<file path="config.mk">
export PLATFORM = sky130hd
export DESIGN_NAME = cdsl_board_flat
export DESIGN_NICKNAME = d
export VERILOG_FILES = /design/src/hdl/cdsl_pkg.sv /design/src/hdl/cdsl_link_if.sv /design/src/hdl/cdsl_board.sv /design/src/flat_wrapper.sv
export VERILOG_INCLUDE_DIRS = /design/src /design/src/hdl
export SDC_FILE = /design/constraint.sdc
export NUM_CORES = 1
export LEC_CHECK = 0
export BUFFER_PORTS_ARGS = -buffer_cell sky130_fd_sc_hd__buf_2
export CAP_MARGIN = 20
export CORE_MARGIN = 2
export CORE_UTILIZATION = 55
export DETAILED_ROUTE_END_ITERATION = 8
export GPL_ROUTABILITY_DRIVEN = 0
export PLACE_DENSITY_LB_ADDON = 0.05
export SLEW_MARGIN = 20
export SYNTH_ARGS = -nofsm -noshare
export SYNTH_HDL_FRONTEND = slang
export SYNTH_SLANG_ARGS = --single-unit
</file>
<file path="constraint.sdc">
create_clock -name mclk -period 2.9 [get_ports mclk]
set_input_delay 0.435 -clock mclk [delete_from_list [all_inputs] [get_ports mclk]]
set_output_delay 0.435 -clock mclk [all_outputs]
set_load 0.05 [all_outputs]
</file>
<file path="src/hdl/cdsl_consts.svh">
// Constants shared by the clock driver switch latch ends
`ifndef CDSL_CONSTS_SVH
`define CDSL_CONSTS_SVH

// Channel and bank geometry
`define CDSL_CHANNELS 24
`define CDSL_BANK_BITS 12
`define CDSL_BUS_BITS 16
`define CDSL_SW_ADDR_BITS 3
`define CDSL_BOARD_BITS 4

// Switch-state bus fields
`define CDSL_SW_ADDR_MSB 15
`define CDSL_SW_ADDR_LSB 13
`define CDSL_BANK_SEL_POS 12

// Serial word fields, most significant bit sent first
`define CDSL_WORD_BITS 24
`define CDSL_WBOARD_MSB 23
`define CDSL_WBOARD_LSB 20
`define CDSL_WPKG_MSB 19
`define CDSL_WPKG_LSB 16
`define CDSL_WD3_POS 19
`define CDSL_WD2_POS 18
`define CDSL_WA0_POS 15
`define CDSL_WA1_POS 14
`define CDSL_WM1_POS 13
`define CDSL_WM0_POS 12
`define CDSL_WVAL_MSB 11
`define CDSL_DAC_PACKAGES 12
`define CDSL_MON_A_LSB 0
`define CDSL_MON_B_LSB 6
`define CDSL_MON_IDX_BITS 5

// Controller register byte offsets
`define CDSL_REG_CTRL 5'h00
`define CDSL_REG_SWITCH 5'h04
`define CDSL_REG_SERIAL 5'h08
`define CDSL_REG_MONSEL 5'h0c
`define CDSL_REG_STATUS 5'h10
`define CDSL_CTRL_ENABLE_POS 0
`define CDSL_CTRL_DUAL_POS 1
`define CDSL_DELAY_LSB 16
`define CDSL_DELAY_BITS 8

// Serial bit period in mclk cycles (about 3.3 Mbit/s at 10 MHz)
`define CDSL_SER_DIV 3

`endif

</file>
<file path="src/hdl/cdsl_pkg.sv">
// Types shared by the clock driver switch latch ends
package cdsl_pkg;
    // Controller serial shifter states, one-hot
    typedef enum logic [1:0] {
        SER_IDLE  = 2'b01,
        SER_SHIFT = 2'b10
    } cdsl_ser_state_t;

    // Decoded kind of a received serial word
    typedef enum logic [2:0] {
        WORD_NONE = 3'b001,
        WORD_DAC  = 3'b010,
        WORD_MUX  = 3'b100
    } cdsl_word_kind_t;
endpackage

</file>
<file path="src/hdl/cdsl_link_if.sv">
// Backplane link between the timing controller and one driver board
interface cdsl_link_if;
    logic [15:0] switchBus;
    logic switchWriteStrobe;
    logic dualBankUpdateLine;
    logic clockOutputEnable;
    logic serialData;
    logic serialBitValid;
    logic serialFrame;

    modport board (
        input switchBus,
        input switchWriteStrobe,
        input dualBankUpdateLine,
        input clockOutputEnable,
        input serialData,
        input serialBitValid,
        input serialFrame
    );

    modport ctrl (
        output switchBus,
        output switchWriteStrobe,
        output dualBankUpdateLine,
        output clockOutputEnable,
        output serialData,
        output serialBitValid,
        output serialFrame
    );
endinterface

</file>
<file path="src/hdl/cdsl_board.sv">
// Driver board end: switch latches, output disconnect, serial word decoder
//
// The address map and register access over Avalon-MM were decided locally.

`include "cdsl_consts.svh"

module cdsl_board #(
    parameter int CHANNELS = `CDSL_CHANNELS
) (
    // Clock and reset
    input wire logic mclk,
    input wire logic rstn,
    // Backplane link
    cdsl_link_if.board link,
    // Jumper settings, an installed jumper reads 0
    input wire logic [2:0] switchAddressJumpers,
    input wire logic [3:0] boardAddressJumpers,
    // Per-channel analog switch controls
    output logic [23:0] railSelect,
    output logic [23:0] driverConnect,
    // Rail DAC load request
    output logic dacLoad,
    output logic [3:0] dacPackage,
    output logic [1:0] dacChannel,
    output logic [11:0] dacValue,
    // Diagnostic selector
    output logic [4:0] monitorSelectA,
    output logic [4:0] monitorSelectB
);

    ////////////////////////////////////////////////////////////////////////
    // Elaboration checks

    // Bank split and selector width are fixed by the bus and word formats
    if (CHANNELS != 2 * `CDSL_BANK_BITS) begin : gen_bad_channels
        $error("cdsl_board: CHANNELS must equal two banks of twelve");
    end

    ////////////////////////////////////////////////////////////////////////
    // Switch-state capture

    logic strobeSeen;
    logic strobeRise;
    logic addressMatch;
    logic [11:0] captureData;

    // Previous strobe level; the bus is sampled synchronously to mclk
    always_ff @(posedge mclk or negedge rstn) begin
        if (!rstn) begin
            strobeSeen <= 1'b0;
        end else begin
            strobeSeen <= link.switchWriteStrobe;
        end
    end

    // Only the asserting edge counts, so a long strobe loads once
    assign strobeRise = link.switchWriteStrobe & ~strobeSeen;

    // Top three bus bits address the board, bit 12 is never data
    assign addressMatch = (link.switchBus[`CDSL_SW_ADDR_MSB:`CDSL_SW_ADDR_LSB]
                           == switchAddressJumpers);
    assign captureData = link.switchBus[`CDSL_BANK_BITS-1:0];

    // Lower bank latch; held until the next qualifying write to it
    always_ff @(posedge mclk or negedge rstn) begin
        if (!rstn) begin
            railSelect[11:0] <= 12'h000;
        end else if (strobeRise && addressMatch) begin
            if (link.dualBankUpdateLine
                || !link.switchBus[`CDSL_BANK_SEL_POS]) begin
                railSelect[11:0] <= captureData;
            end
        end
    end

    // Upper bank latch; dual mode copies the same twelve bits here too
    always_ff @(posedge mclk or negedge rstn) begin
        if (!rstn) begin
            railSelect[23:12] <= 12'h000;
        end else if (strobeRise && addressMatch) begin
            if (link.dualBankUpdateLine
                || link.switchBus[`CDSL_BANK_SEL_POS]) begin
                railSelect[23:12] <= captureData;
            end
        end
    end

    ////////////////////////////////////////////////////////////////////////
    // Output disconnect switches

    // One switch per channel after its amplifier; a bit of 1 in
    // railSelect routes the upper rail, 0 the lower rail, and the
    // disconnect overrides whichever rail is chosen
    genvar ch;
    generate
        for (ch = 0; ch < CHANNELS; ch = ch + 1) begin : gen_channel
            always_ff @(posedge mclk or negedge rstn) begin
                if (!rstn) begin
                    driverConnect[ch] <= 1'b0;
                end else begin
                    driverConnect[ch] <= link.clockOutputEnable;
                end
            end
        end
    endgenerate

    ////////////////////////////////////////////////////////////////////////
    // Serial word receiver

    logic [4:0] bitCount;
    logic [22:0] shiftReg;
    logic wordDone;
    logic [23:0] fullWord;

    // Last bit of a word completes it; earlier bits are held in shiftReg
    assign wordDone = link.serialFrame && link.serialBitValid
                      && (bitCount == 5'(`CDSL_WORD_BITS - 1));
    assign fullWord = {shiftReg, link.serialData};

    // Bit counter restarts whenever the frame drops, so a broken word
    // is discarded rather than merged with the next one
    always_ff @(posedge mclk or negedge rstn) begin
        if (!rstn) begin
            bitCount <= 5'h00;
        end else if (!link.serialFrame || wordDone) begin
            bitCount <= 5'h00;
        end else if (link.serialBitValid) begin
            bitCount <= bitCount + 5'h01;
        end
    end

    // Most significant bit arrives first and shifts toward the top
    always_ff @(posedge mclk or negedge rstn) begin
        if (!rstn) begin
            shiftReg <= 23'h000000;
        end else if (link.serialFrame && link.serialBitValid) begin
            shiftReg <= {shiftReg[21:0], link.serialData};
        end
    end

    ////////////////////////////////////////////////////////////////////////
    // Serial word decode

    cdsl_pkg::cdsl_word_kind_t wordKind;
    logic boardMatch;
    logic modeDac;
    logic modeSel;
    logic [3:0] wordPackage;
    logic [4:0] wordMonA;
    logic [4:0] wordMonB;

    // Jumper levels compare directly: installed means a zero bit
    assign boardMatch = (fullWord[`CDSL_WBOARD_MSB:`CDSL_WBOARD_LSB]
                         == boardAddressJumpers);
    assign modeDac = !fullWord[`CDSL_WM1_POS] && !fullWord[`CDSL_WM0_POS];
    assign modeSel = fullWord[`CDSL_WM1_POS] && fullWord[`CDSL_WM0_POS];
    assign wordPackage = fullWord[`CDSL_WPKG_MSB:`CDSL_WPKG_LSB];
    assign wordMonA = fullWord[`CDSL_MON_A_LSB +: `CDSL_MON_IDX_BITS];
    assign wordMonB = fullWord[`CDSL_MON_B_LSB +: `CDSL_MON_IDX_BITS];

    // Classify a finished word; packages 12-15 and gain words belong
    // to other board types and are ignored here
    always_comb begin
        wordKind = cdsl_pkg::WORD_NONE;
        if (wordDone && boardMatch) begin
            if (modeDac && wordPackage < 4'(`CDSL_DAC_PACKAGES)) begin
                wordKind = cdsl_pkg::WORD_DAC;
            end else if (modeSel && !fullWord[`CDSL_WD3_POS]
                         && !fullWord[`CDSL_WD2_POS]) begin
                wordKind = cdsl_pkg::WORD_MUX;
            end
        end
    end

    // DAC load request: one-cycle pulse with the word's fields.
    // Each of 12 packages holds four DACs, giving 48 rail voltages.
    always_ff @(posedge mclk or negedge rstn) begin
        if (!rstn) begin
            dacLoad <= 1'b0;
            dacPackage <= 4'h0;
            dacChannel <= 2'h0;
            dacValue <= 12'h000;
        end else begin
            dacLoad <= 1'b0;
            case (wordKind)
                cdsl_pkg::WORD_DAC: begin
                    dacLoad <= 1'b1;
                    dacPackage <= wordPackage;
                    dacChannel <= {fullWord[`CDSL_WA1_POS], fullWord[`CDSL_WA0_POS]};
                    dacValue <= fullWord[`CDSL_WVAL_MSB:0];
                end
                default: begin
                end
            endcase
        end
    end

    // Monitor selector; an index beyond the last channel is refused and
    // that connector keeps its previous choice
    always_ff @(posedge mclk or negedge rstn) begin
        if (!rstn) begin
            monitorSelectA <= 5'h00;
            monitorSelectB <= 5'h00;
        end else begin
            case (wordKind)
                cdsl_pkg::WORD_MUX: begin
                    if (wordMonA < 5'(CHANNELS)) begin
                        monitorSelectA <= wordMonA;
                    end
                    if (wordMonB < 5'(CHANNELS)) begin
                        monitorSelectB <= wordMonB;
                    end
                end
                default: begin
                end
            endcase
        end
    end

    ////////////////////////////////////////////////////////////////////////
    // Limitations

    // Only three switch address bits exist, so boards sharing a switch
    // jumper setting latch identical timing on every write.

endmodule

</file>
<file path="src/flat_wrapper.sv">
// flat-port wrapper written by rule: the top's interface ports become plain ports
module cdsl_board_flat 
#(
    parameter int CHANNELS = `CDSL_CHANNELS
)
  (mclk, rstn, switchAddressJumpers, boardAddressJumpers, railSelect, driverConnect, dacLoad, dacPackage, dacChannel, dacValue, monitorSelectA, monitorSelectB, link_switchBus, link_switchWriteStrobe, link_dualBankUpdateLine, link_clockOutputEnable, link_serialData, link_serialBitValid, link_serialFrame);
  cdsl_link_if link_i ();
  input wire logic mclk;
  input wire logic rstn;
  input wire logic [2:0] switchAddressJumpers;
  input wire logic [3:0] boardAddressJumpers;
  output logic [23:0] railSelect;
  output logic [23:0] driverConnect;
  output logic dacLoad;
  output logic [3:0] dacPackage;
  output logic [1:0] dacChannel;
  output logic [11:0] dacValue;
  output logic [4:0] monitorSelectA;
  output logic [4:0] monitorSelectB;
  input wire logic [$bits(link_i.switchBus)-1:0] link_switchBus;
  input wire logic [$bits(link_i.switchWriteStrobe)-1:0] link_switchWriteStrobe;
  input wire logic [$bits(link_i.dualBankUpdateLine)-1:0] link_dualBankUpdateLine;
  input wire logic [$bits(link_i.clockOutputEnable)-1:0] link_clockOutputEnable;
  input wire logic [$bits(link_i.serialData)-1:0] link_serialData;
  input wire logic [$bits(link_i.serialBitValid)-1:0] link_serialBitValid;
  input wire logic [$bits(link_i.serialFrame)-1:0] link_serialFrame;
  assign link_i.switchBus = link_switchBus;
  assign link_i.switchWriteStrobe = link_switchWriteStrobe;
  assign link_i.dualBankUpdateLine = link_dualBankUpdateLine;
  assign link_i.clockOutputEnable = link_clockOutputEnable;
  assign link_i.serialData = link_serialData;
  assign link_i.serialBitValid = link_serialBitValid;
  assign link_i.serialFrame = link_serialFrame;
  cdsl_board #(.CHANNELS(CHANNELS)) u_core (.mclk(mclk), .rstn(rstn), .link(link_i), .switchAddressJumpers(switchAddressJumpers), .boardAddressJumpers(boardAddressJumpers), .railSelect(railSelect), .driverConnect(driverConnect), .dacLoad(dacLoad), .dacPackage(dacPackage), .dacChannel(dacChannel), .dacValue(dacValue), .monitorSelectA(monitorSelectA), .monitorSelectB(monitorSelectB));
endmodule
</file>
Yosys cells after proc, flatten, opt, wreduce, memory -nomap -nowiden
Cells that the tools add are included.
W data, S select, Z words.
Storage, ports and cells
  flip-flop bits (word level): 83
  input bits: 31
  output and inout bits: 77
  word-level logic and storage cells: 52
Operators by class
  add/subtract/negate cells: 1
  order comparisons: 3
  equality and inequality tests: 5
  muxes and demuxes: 6
  bitwise gates (word level): 2
  reductions and logical operators: 23
Operators by type and width (number)
  $lt A5 B5 Y1 const B: 2
  $mux W5: 2
  $logic_and A1 B1 Y1: 9
  $mux W3: 3
  $reduce_and A2 Y1: 4
  $logic_not A1 Y1: 6
  $add A5 B1 Y5 const B: 1
  $eq A5 B5 Y1 const B: 1
  $eq A4 B4 Y1: 1
  $lt A4 B4 Y1 const B: 1
  $eq A3 B2 Y1 const B: 1
  $eq A3 B3 Y1: 1
  $eq A3 B3 Y1 const B: 1
  $logic_or A1 B1 Y1: 3
  $reduce_bool A2 Y1: 1
  $and A1 B1 Y1: 1
  $mux W1: 1
  $not A1 Y1: 1

Longest topological paths before layout
Gate-level depths: netlist of the first run.
  depth after elaboration: 8
  mapped depth: 6
  depth with buffers taken out: 5

Worst setup path after synthesis of the first run
No wires, ideal clock.
  path kind: flip-flop to flip-flop
  start: reg u_core.bitCount[0]
  end: reg u_core.dacChannel[0]
  library setup time: 0.125 ns
  data arrival time: 1.836 ns
  data required time: 2.775 ns
  setup slack: 0.939 ns
  cell stages (with the launch flop): 7
  path buffers: 1
  clock period less this slack: 1.961 ns
  cells stage by stage: dfrtp_1 -> ha_1 -> nand4b_2 -> nor4_4 -> nand3_4 -> buf_6 -> mux2_4
On the way
  word-level cells in the longest chain between the ends: 5
Ends and longest elaborated chain
  start, declared: line cdsl_board.sv:110  | logic [4:0] bitCount;
  start signal, assigned: line cdsl_board.sv:128  | bitCount <= bitCount + 5'h01;
  $eq A5 B5 Y1: line cdsl_board.sv:117  | && (bitCount == 5'(`CDSL_WORD_BITS - 1));
  $logic_and A1 B1 Y1: line cdsl_board.sv:116  | assign wordDone = link.serialFrame && link.serialBitValid
  $logic_and A1 B1 Y1: line cdsl_board.sv:165  | if (wordDone && boardMatch) begin
  $mux W3: line cdsl_board.sv:165
  $eq A3 B2 Y1: line cdsl_board.sv:185  | case (wordKind)
  end signal, assigned: line cdsl_board.sv:189  | dacChannel <= {fullWord[`CDSL_WA1_POS], fullWord[`CDSL_WA0_POS]};
  end, declared: line cdsl_board.sv:24  | output logic [1:0] dacChannel,
No other way between the ends.
A chain may end at the register's enable or synchronous reset.

Final worst setup path of the first run
  start: reg u_core.bitCount[0]
  end: reg u_core.dacChannel[1]
Same word-level chain as after synthesis.

==> reports/qor_table.md, run 1 <==
| Metric | This run |
|:---|:---|
| Final Hold Viols | 0 |
| Global-route wire length before repair | 9750 um |
| Mean number of vias per cell | 5.17 |
| Arithmetic-cell share of the synthesized area counting full adders, half adders and majority gates | 0.354% |
| VDD IR-drop max | 0.600 mV |
| Share of the synthesized netlist area taken by xor and xnor gates | 2.48% |
| Switching power | 1210 uW |
| Number of maximum-capacitance violations | 0 |
| Total number of H-tree levels | 3 |
| Cell area power density | 808 mW/mm2 |
| Part of the cycle the worst path needs | 76.2% |
| Crit start category | register |
| Fin Hold WS | 0.127 ns |
| Die span in y | 84.2 um |
| Number of buffer and inverter stages on the critical path | 0 |
| Total Die Area | 0.00709 mm2 |
| Proportion of synthesized area in mux cells | 24.0% |
| Maximum fanout encountered on the critical timing path | 18 |
| Number of gates given a new drive strength after cts | 0 |
| Clock skew after layout | 0.00322 ns |
| Cell type of the slowest stage on the worst timing path | sky130_fd_sc_hd__nor4_4 |
| Area of the mapped netlist | 0.00354 mm2 |
| Vias after detailed routing | 2131 |
| Slew Viols, Final | 0 |
| Clock tree root driver cell | sky130_fd_sc_hd__clkbuf_8 |
| Post-layout instance area | 0.00419 mm2 |
| Total Nets Final | 363 |
| Hpwl dp | 4080 um |
| Vias in the first global route | 2062 |
| Average routed wire per standard cell | 14.3 um |
| Sequential share of power | 45.5% |
| Post-Place Setup Slack | 0.547 ns |
| Slew at the pin closest to its max-slew limit | 0.722 ns |
| CTS max path bufs | 2 |
| Setup repair after global routing missed its margin | no |
| Final-layout setup total negative slack | 0 ns |
| Leakage | 0.00226 uW |
| Total nets after synthesis | 273 |
| Post-synthesis async set-or-reset flop share | 100% |
| Port-buffer cells | 107 |
| Run status | complete, no violations |
| Post-synthesis share of cell area spent on and, or, nand and nor gates | 6.05% |
| Share of post-route cells with drive strength above 1 | 60.6% |
| Data required, critical path | 3.13 ns |
| Post-synth top flop | sky130_fd_sc_hd__dfrtp_1 |
| Setup slack, reg-to-reg | 0.69 ns |
| Initial core utilization | 56.3% |
| Core Rows | 29 |
| Drt first pass iters | 4 |
| Max frequency | 452 MHz |
| Highest-count cells in the layout ignoring fill and taps | sky130_fd_sc_hd__buf_2 (106), sky130_fd_sc_hd__dfrtp_1 (83), sky130_fd_sc_hd__mux2_2 (61), sky130_fd_sc_hd__nor2_1 (11) |
| Max-slew headroom at the worst pin | 51.9% |
| Synthesized-area fraction occupied by ao, oa, aoi and oai cells | 2.55% |
| Area added between synthesis and finish | 18.6% |
| I/O pin count | 108 |
| Cell type group with the largest total delay on the critical path | simple AND/OR/NAND/NOR gates |
| Cell count of the worst reg-to-reg path | 5 |
| R2r startpoint | u_core.bitCount[0] |
| Most common cell after layout, fill and taps aside | sky130_fd_sc_hd__buf_2 |
| Final Routed Wirelength | 5890 um |
| Average cell area after synthesis | 14.7 um2 |
| Number of DRC violations after detailed-routing iteration 0 | 53 |
| Number of buffers inserted during clock tree synthesis | 9 |
| Remaining routing DRC violations | 0 |
| Capture instance of the worst register-to-register path | u_core.dacChannel[1] |
| Switch share | 35.9% |
| Synth unique cells | 33 |
| Count of hold buffers inserted by post-cts repair | 0 |
| Fin worst setup slack | 0.689 ns |
| Share of power burned in the clock network | 26.3% |
| Synth Instances | 241 |
| Die width | 84.2 um |
| Cell area after placement | 0.00397 mm2 |
| Crit end category | register |
| Antenna-violating nets left | 0 |
| Sequential fraction of the synthesis area | 58.7% |
| Post-layout min period | 2.21 ns |
| Layout Utilization | 66.8% |
| Data arrival time of the worst path | 2.44 ns |
| Overflow left after global routing | 0 |
| Tot GR Track Use | 17.6% |
| Largest incremental delay on the critical path | 0.55 ns |
| Total internal power | 2170 uW |
| List of cells traversed by the critical path | ha_1 > nand4b_2 > nor4_4 > nand3_4 > mux2_4 |
| Number of antenna violations at the first check in global routing | 0 |
| Worst-skew pair later-pin latency | 0.34 ns |
| Number of sinks handled by clock tree synthesis | 83 |
| Category of the critical setup timing path | register to register |
| Main combinational cell family by area after synthesis | multiplexers |
| Post-CTS clock slew at the launch and capture registers of the worst setup and hold paths | 0.08 ns |
| Tightest Hold Check Type | primary input to async pin |
| Ant. Diodes | 0 |
| Area of the core | 0.00628 mm2 |
| Total setup violations reported at the end of the flow | 0 |
| Combinational group share of total power | 28.1% |
| Largest net degree at the start of global routing | 84 |
| Clock tree from TritonCTS | yes |
| Buffers inserted by post-CTS timing repair | 0 |
| Number of storage elements in the synthesis netlist | 83 |
| Number of synthesized flops with an enable pin | 0 |
| Synth Warn # | 0 |
[routing by layer]
| layer | GRT usage (%) | vias up | part of all wire [%] | wire [um] |
|---|---|---|---|---|
| met3 | 4.33 | 9 | 6.9 | 409 |
| met1 | 24.0 | 1047 | 46 | 2690 |
| met4 | 9.24 | 0 | 2.2 | 127 |
| li1 | - | 999 | - | - |
| met5 | 0 | - | 0 | 0 |
| met2 | 26.3 | 76 | 45 | 2650 |
[power groups by stage]
stage / clock, uW / combinational (uW) / sequential (uW)
floorplan: 0 / 344 / 1950
global placement: 0 / 947 / 1560
detailed placement: 0 / 960 / 1570
CTS: 920 / 962 / 1540
global route: 972 / 1000 / 1580
finish: 892 / 953 / 1540
[worst max-delay path by stage]
stage	startpoint	end	slack, ns	depth (start not counted)
3_5_place_dp	link_serialBitValid	u_core.dacValue[8]	0.55	5
4_1_cts	u_core.bitCount[0]	u_core.dacPackage[1]	0.67	5
6_report	u_core.bitCount[0]	u_core.dacChannel[1]	0.69	5
3_3_place_gp	link_serialBitValid	u_core.dacPackage[3]	0.61	5
2_1_floorplan	u_core.bitCount[0]	u_core.dacChannel[0]	0.94	6
5_1_grt	u_core.bitCount[0]	u_core.dacChannel[0]	0.50	5
[Yosys cell counts (4+ instances only)]
| cell | instances | area (um2) |
|---|---|---|
| sky130_fd_sc_hd__nand2_1 | 4 | 15.0 |
| sky130_fd_sc_hd__a31o_2 | 4 | 35.0 |
| sky130_fd_sc_hd__nand4_1 | 4 | 25.0 |
| sky130_fd_sc_hd__mux2_4 | 10 | 150 |
| sky130_fd_sc_hd__dfrtp_1 | 83 | 2080 |
| sky130_fd_sc_hd__mux2_2 | 61 | 687 |
| sky130_fd_sc_hd__nor2_1 | 11 | 41.3 |
| sky130_fd_sc_hd__clkbuf_1 | 4 | 15.0 |
| sky130_fd_sc_hd__xor2_1 | 5 | 43.8 |
| sky130_fd_sc_hd__o21a_1 | 4 | 30.0 |
| sky130_fd_sc_hd__xnor2_1 | 5 | 43.8 |
| sky130_fd_sc_hd__buf_4 | 23 | 173 |
[registers in the layout, indices dropped and copies added, names as in the netlist]
signal / count
u_core.bitCount: 5
u_core.dacChannel: 2
u_core.dacLoad: 1
u_core.dacPackage: 4
u_core.dacValue: 12
u_core.driverConnect: 1
u_core.monitorSelectA: 5
u_core.monitorSelectB: 5
u_core.railSelect: 24
u_core.shiftReg: 23
u_core.strobeSeen: 1
[per-stage QoR]
stage                     cells  power [uW]
final                       412        3390
after CTS                   412        3430
after detailed placement    397        2530
after floorplan             241        2290
after global routing        412        3550
after global placement      397        2510
[area by class of cell]
| class | count | area [um2] |
|---|---|---|
| Clock buffer | 10 | 138 |
| Fill cell | 492 | 2080 |
| Inverter | 1 | 3.75 |
| Sequential cell | 83 | 2080 |
| Multi-Input combinational cell | 128 | 1250 |
| Tap cell | 77 | 96.3 |
| Clock inverter | 5 | 77.6 |
| Timing Repair Buffer | 108 | 549 |
[cell families (layout without fill, tap and decap cells)]
logic type / Yosys count / in the layout
simple gates: 33 / 33
buf+inv: 30 / 124
fa+ha+maj: 1 / 1
flops: 83 / 83
xor+xnor: 10 / 10
mux: 72 / 72
compound gates: 12 / 12
Note: power is estimated with default switching activity, not from simulation.
==> run 2: changes to the inputs <==
Settings changed: ABC_AREA from default to 1, CORE_UTILIZATION 55 to 47.
Clock period 2.9 ns to 1.9 ns, I/O delays scaled along.
==> reports/qor_table.md, run 2 <==
| Metric | This run |
|:---|:---|
| Average cell area after synthesis | 8.72 um2 |
| Overflow left after global routing | 0 |
| Met2 track demand over resource | 32.2% |
| Capture point of the worst path | u_core.dacPackage[3] |
| Proportion of netlist area held by the largest area contributor | 55.0% |
| Total Nets Final | 558 |
| Tot GR Track Use | 20.8% |
| Cell area power density | 1070 mW/mm2 |
| Cell type of the slowest stage on the worst timing path | sky130_fd_sc_hd__dfrtp_1 |
| Vias after detailed routing | 3135 |
| Post-synth top flop | sky130_fd_sc_hd__dfrtp_1 |
| Final Hold Viols | 0 |
| Ant. Diodes | 0 |
| Mean number of vias per cell | 4.96 |
| Data required, critical path | 2.18 ns |
| Total nets after synthesis | 465 |
| CTS max path bufs | 2 |
| Most common cell after layout, fill and taps aside | sky130_fd_sc_hd__nand2_1 |
| Synth Instances | 433 |
| Number of DRC violations after detailed-routing iteration 0 | 144 |
| Yosys top cell by area | sky130_fd_sc_hd__dfrtp_1 |
| Number of storage elements in the synthesis netlist | 83 |
| Part of the cycle the worst path needs | 89.3% |
| Post-layout instance area | 0.00453 mm2 |
| Synth unique cells | 30 |
| Ranking of synthesized cells by area | sky130_fd_sc_hd__dfrtp_1 (55%), sky130_fd_sc_hd__nand2_1 (16%), sky130_fd_sc_hd__nand4_1 (6.3%), sky130_fd_sc_hd__buf_4 (4.6%), sky130_fd_sc_hd__o21ai_0 (3.2%) |
| Clock tree from TritonCTS | yes |
| Die span in y | 93.6 um |
| Post-synthesis async set-or-reset flop share | 100% |
| Port-buffer cells | 107 |
| Total number of H-tree levels | 3 |
| Synth Warn # | 0 |
| Die width | 93.6 um |
| Total Die Area | 0.00877 mm2 |
| Share of post-route cells with drive strength above 1 | 27.7% |
| Fin Hold WS | 0.0355 ns |
| Largest incremental delay on the critical path | 0.41 ns |
| Number of antenna violations at the first check in global routing | 0 |
| Category of the critical setup timing path | register to register |
| Launch point of the critical path | u_core.shiftReg[20] |
| Cell count of the worst reg-to-reg path | 9 |
| Switch share | 37.3% |
| Cell with the most instances on the worst path | sky130_fd_sc_hd__nand2_1 |
| Crit start category | register |
| FILL cells | 721 |
| Storage cell area | 0.00208 mm2 |
| List of cells traversed by the critical path | inv_1 > nand2_1 > nand2_1 > nand2_1 > nor2_4 > nand2_4 > nor2_4 > nand2_1 > nand2_1 |
| Max-slew headroom at the worst pin | 66.9% |
| Number of synthesized flops with an enable pin | 0 |
| Area of the mapped netlist | 0.00378 mm2 |
| Switching power | 1810 uW |
| Number of buffers inserted during clock tree synthesis | 9 |
| Run status | complete, no violations |
| Most used standard cell by instance count after synthesis | sky130_fd_sc_hd__nand2_1 |
| Met1 GRT Util | 28.8% |
| Antenna-violating nets left | 0 |
| Worst-skew pair later-pin latency | 0.35 ns |
| Total internal power | 3040 uW |
| Global-route track usage on met3 | 5.40% |
| Total setup violations reported at the end of the flow | 0 |
| Post-layout min period | 1.70 ns |
| Slew at the pin closest to its max-slew limit | 0.495 ns |
| Combinational group share of total power | 27.1% |
| Buffers inserted by post-CTS timing repair | 0 |
| Area of the core | 0.00777 mm2 |
| Core Rows | 32 |
| Post-CTS clock slew at the launch and capture registers of the worst setup and hold paths | 0.08 ns |
| Data arrival time of the worst path | 1.98 ns |
| Slew Viols, Final | 0 |
| Register with the highest flop count | u_core.railSelect |
| Most used routing layer | met2 |
| Setup repair after global routing missed its margin | no |
| Number of flip-flops under the largest register name | 24 |
| R2r startpoint | u_core.shiftReg[20] |
| Capture instance of the worst register-to-register path | u_core.dacPackage[3] |
| Largest net degree at the start of global routing | 48 |
| Max frequency | 589 MHz |
| Maximum fanout encountered on the critical timing path | 20 |
| Number of maximum-capacitance violations | 0 |
| Highest-count cells in the layout ignoring fill and taps | sky130_fd_sc_hd__nand2_1 (164), sky130_fd_sc_hd__buf_2 (106), sky130_fd_sc_hd__dfrtp_1 (83), sky130_fd_sc_hd__nand4_1 (38), sky130_fd_sc_hd__inv_1 (30) |
| Remaining routing DRC violations | 0 |
| Drt first pass iters | 4 |
| Hpwl dp | 5750 um |
| Clock skew after layout | 0.00845 ns |
| Crit end category | register |
| Commonest cells in the synthesized netlist | sky130_fd_sc_hd__nand2_1 (164), sky130_fd_sc_hd__dfrtp_1 (83), sky130_fd_sc_hd__nand4_1 (38) |
| Average routed wire per standard cell | 13.2 um |
| Share of power burned in the clock network | 28.0% |
| VDD IR-drop max | 0.517 mV |
| Setup slack, reg-to-reg | 0.20 ns |
| Area added between synthesis and finish | 19.8% |
| Final Routed Wirelength | 8350 um |
| Leakage | 0.00261 uW |
| Registers with the most flip-flops | u_core.railSelect: 24 flops, u_core.shiftReg: 23 flops, u_core.dacValue: 12 flops |
| Clock tree root driver cell | sky130_fd_sc_hd__clkbuf_8 |
| Sequential share of power | 44.9% |
| Cell area after placement | 0.00430 mm2 |
| Multi-input gate area in the final layout | 0.00134 mm2 |
| Final-layout setup total negative slack | 0 ns |
| Tightest Hold Check Type | primary input to register |
| Vias in the first global route | 2987 |
| Initial core utilization | 48.6% |
| Number of sinks handled by clock tree synthesis | 83 |
| Sequential fraction of the synthesis area | 55.0% |
| I/O pin count | 108 |
| Global-route wire length before repair | 14200 um |
==> run 2: changes by cell type after synthesis, moves of 6 or more <==
cell / before / now
sky130_fd_sc_hd__nand4_1: 4 / 38
sky130_fd_sc_hd__mux2_4: 10 / 0
sky130_fd_sc_hd__a21oi_1: 1 / 7
sky130_fd_sc_hd__mux2_2: 61 / 0
sky130_fd_sc_hd__o21ai_0: 1 / 24
sky130_fd_sc_hd__nand2_1: 4 / 164
sky130_fd_sc_hd__inv_1: 1 / 30
sky130_fd_sc_hd__o21ai_1: 0 / 10
sky130_fd_sc_hd__clkbuf_1: 4 / 10
==> run 2: worst min path at each step <==
stage,end,cells past startpoint,slack (ns),startpoint
after floorplan,u_core.bitCount[0],0,-0.01,rstn
final,u_core.driverConnect[0],1,0.04,link_clockOutputEnable
after CTS,u_core.driverConnect[0],1,0.03,link_clockOutputEnable
after global routing,u_core.driverConnect[0],1,0.01,link_clockOutputEnable
after detailed placement,u_core.railSelect[22],1,0.28,rstn
after global placement,u_core.railSelect[11],1,0.28,rstn
==> run 2: metrics by stage <==
step	worst slack (ns)	power [uW]	cells	utilization, %
after floorplan	0.348	3170	433	-
after global placement	0.229	3510	615	55.3
after detailed placement	0.209	3530	615	55.3
after CTS	0.191	4890	631	58.1
after global routing	0.0594	5120	632	58.3
final	0.203	4850	632	58.3
==> run 2: cell type report <==
class                      count  area share [%]
sequential                    83            45.9
multi-input combinational    279            29.6
timing repair buffer         120            14.4
clock buffer                  10            2.82
tap                          102            2.82
inverter                      33            2.76
clock inverter                 5            1.74
==> run 2: worst max-delay path, delay by kind of cell (launching register included) <==
kind,cells,cell delay (ns)
buf+inv,1,0.11
flops,1,0.41
simple gates,8,1.11
==> run 2: cell families after synthesis <==
| family | count (synthesis) | share of synthesized area (%) |
|---|---|---|
| simple gates | 230 | 27.7 |
| compound gates | 43 | 6.16 |
| fa+ha+maj | 1 | 0.331 |
| flops | 83 | 55.0 |
| buf+inv | 72 | 9.84 |
| xor+xnor | 4 | 0.928 |
==> run 2: routing by layer <==
metal,vias to the layer above,share of wire (%),wire (um)
met5,-,0,0
met4,0,1.8,147
met3,13,6.2,518
met2,97,46,3830
met1,1463,46,3850
li1,1562,-,-
==> run 2: power by group through the flow <==
| stage | sequential, uW | combinational [uW] | clock (uW) |
|---|---|---|---|
| after CTS | 2180 | 1320 | 1390 |
| after floorplan | 2680 | 492 | 0 |
| final | 2180 | 1310 | 1350 |
| after global routing | 2220 | 1430 | 1470 |
| after detailed placement | 2210 | 1320 | 0 |
| after global placement | 2210 | 1300 | 0 |
==> run 2: repair_timing <==
| action | 4_1_cts | 5_1_grt |
|---|---|---|
| hold buffers | 1 | 0 |
| endpoints found under the hold margin | 36 | 0 |
| setup endpoints to repair | 0 | 1 |
| resized for setup | 0 | 0 |
==> run 3: changes to the inputs <==
==> constraint.sdc (replaced) <==
create_clock -name mclk -period 1.9 [get_ports mclk]
set_input_delay 0.095 -clock mclk [delete_from_list [all_inputs] [get_ports mclk]]
set_output_delay 0.095 -clock mclk [all_outputs]
set_load 0.05 [all_outputs]
==> reports/qor_table.md, run 3 (synthesis results as in run 2) <==
| Metric | This run |
|:---|:---|
| VDD IR-drop max | 0.522 mV |
| Post-layout min period | 1.69 ns |
| Post-CTS clock slew at the launch and capture registers of the worst setup and hold paths | 0.09 ns |
| Area of the core | 0.00777 mm2 |
| Mean number of vias per cell | 4.92 |
| Share of post-route cells with drive strength above 1 | 26.8% |
| Run status | complete, no violations |
| Overflow left after global routing | 0 |
| Vias after detailed routing | 3108 |
| Number of DRC violations after detailed-routing iteration 0 | 182 |
| Vias in the first global route | 2923 |
| Tightest Hold Check Type | primary input to register |
| Number of maximum-capacitance violations | 0 |
| Max-slew headroom at the worst pin | 56.3% |
| Fin Hold WS | 0.00995 ns |
| Clock tree from TritonCTS | yes |
| Cell area power density | 1090 mW/mm2 |
| Average routed wire per standard cell | 12.9 um |
| Antenna-violating nets left | 0 |
| Registers with the most flip-flops | u_core.railSelect: 24 flops, u_core.shiftReg: 23 flops, u_core.dacValue: 12 flops |
| Area added between synthesis and finish | 21.1% |
| Total power consumption of the routed design | 4960 uW |
| I/O pin count | 108 |
| Number of flip-flops under the largest register name | 24 |
| Slew at the pin closest to its max-slew limit | 0.656 ns |
| Maximum fanout encountered on the critical timing path | 12 |
| Die span in y | 93.6 um |
| Slew Viols, Final | 0 |
| Data arrival time of the worst path | 1.92 ns |
| Initial core utilization | 48.6% |
| Remaining routing DRC violations | 0 |
| Tot GR Track Use | 20.0% |
| Leakage | 0.00262 uW |
| Most common cell after layout, fill and taps aside | sky130_fd_sc_hd__nand2_1 |
| Total number of H-tree levels | 3 |
| Hpwl dp | 5710 um |
| Total setup violations reported at the end of the flow | 0 |
| Clock skew after layout | 0.0119 ns |
| Number of antenna violations at the first check in global routing | 0 |
| Number of sinks handled by clock tree synthesis | 83 |
| Highest-count cells in the layout ignoring fill and taps | sky130_fd_sc_hd__nand2_1 (164), sky130_fd_sc_hd__buf_2 (106), sky130_fd_sc_hd__dfrtp_1 (83), sky130_fd_sc_hd__nand4_1 (38), sky130_fd_sc_hd__inv_1 (30) |
| Worst-skew pair later-pin latency | 0.35 ns |
| Category of the critical setup timing path | primary input to register |
| FILL cells | 737 |
| Final Routed Wirelength | 8170 um |
| Crit start category | primary input |
| Largest net degree at the start of global routing | 51 |
| CTS max path bufs | 2 |
| Drt first pass iters | 4 |
| Core Rows | 32 |
| Total Nets Final | 559 |
| Data required, critical path | 2.13 ns |
| Die width | 93.6 um |
| Final Hold Viols | 0 |
| Crit end category | register |
| Ant. Diodes | 0 |
| Part of the cycle the worst path needs | 88.9% |
| Max frequency | 592 MHz |
| Clock tree root driver cell | sky130_fd_sc_hd__clkbuf_8 |
| Port-buffer cells | 107 |
| Global-route wire length before repair | 13800 um |
| Total Die Area | 0.00877 mm2 |
| Register with the highest flop count | u_core.railSelect |
| Number of buffers inserted during clock tree synthesis | 9 |
## run 3: what timing repair did
item,CTS,global route
gates resized for setup,0,1
buffers inserted,0,0
hold buffers,8,0
hold endpoints to repair,57,0
endpoints found under the setup margin,0,1
## run 3: stage by stage
step	setup TNS [ns]	setup WS (ns)	util (%)	instances	area, um2
5_1_grt	-0.00239	-0.00239	58.9	632	4570
4_1_cts	0	0.210	58.8	632	4570
6_report	0	0.210	58.9	632	4570
2_1_floorplan	0	0.480	-	433	3780
3_5_place_dp	0	0.227	54.8	610	4260
3_3_place_gp	0	0.230	54.8	610	4260
## run 3: where the power goes
group / switching (uW) / leakage, uW / internal, uW
Clock: 618 / 0.000115 / 859
Combinational: 996 / 0.00142 / 305
Sequential: 184 / 0.00109 / 2000
## run 3: worst paths after layout
path / cells past startpoint / from / slack, ns / to
worst max-delay path: 7 / link_switchWriteStrobe / 0.21 / u_core.railSelect[12]
worst min-delay path: 3 / link_switchBus[11] / 0.01 / u_core.railSelect[11]
worst max register to register: 9 / u_core.bitCount[0] / 0.25 / u_core.dacValue[0]
worst min register to register: 2 / u_core.railSelect[14] / 0.47 / u_core.railSelect[14]
max in group asynchronous: 3 / rstn / 0.98 / u_core.shiftReg[3]
min in group asynchronous: 2 / rstn / 0.31 / u_core.railSelect[14]
## run 3: area by class of cell
type	count	area (um2)	share of cell area (%)
Sequential cell	83	2080	45.4
Multi-Input combinational cell	278	1330	29.1
Timing Repair Buffer	122	683	14.9
Tap cell	102	128	2.79
Inverter	33	125	2.74
Clock buffer	9	124	2.71
Clock inverter	5	104	2.27
## run 3: metal layers
layer | GRT usage [%] | wire length (um) | vias to the layer above | share of wire (%)
li1 | - | - | 1564 | -
met1 | 27.5 | 3760 | 1446 | 46
met2 | 31.8 | 3850 | 88 | 47
met3 | 4.19 | 457 | 10 | 5.6
met4 | 7.00 | 96 | 0 | 1.2
met5 | 0 | 0 | - | 0
## run 3: worst max-delay path, cell delays in order
cell and delay, ns:
sky130_fd_sc_hd__dlygate4sd3_1 0.52, sky130_fd_sc_hd__buf_2 0.11, sky130_fd_sc_hd__inv_1 0.06, sky130_fd_sc_hd__nor4_4 0.45, sky130_fd_sc_hd__nand3_1 0.46, sky130_fd_sc_hd__nand2_1 0.17, sky130_fd_sc_hd__nand2_1 0.06
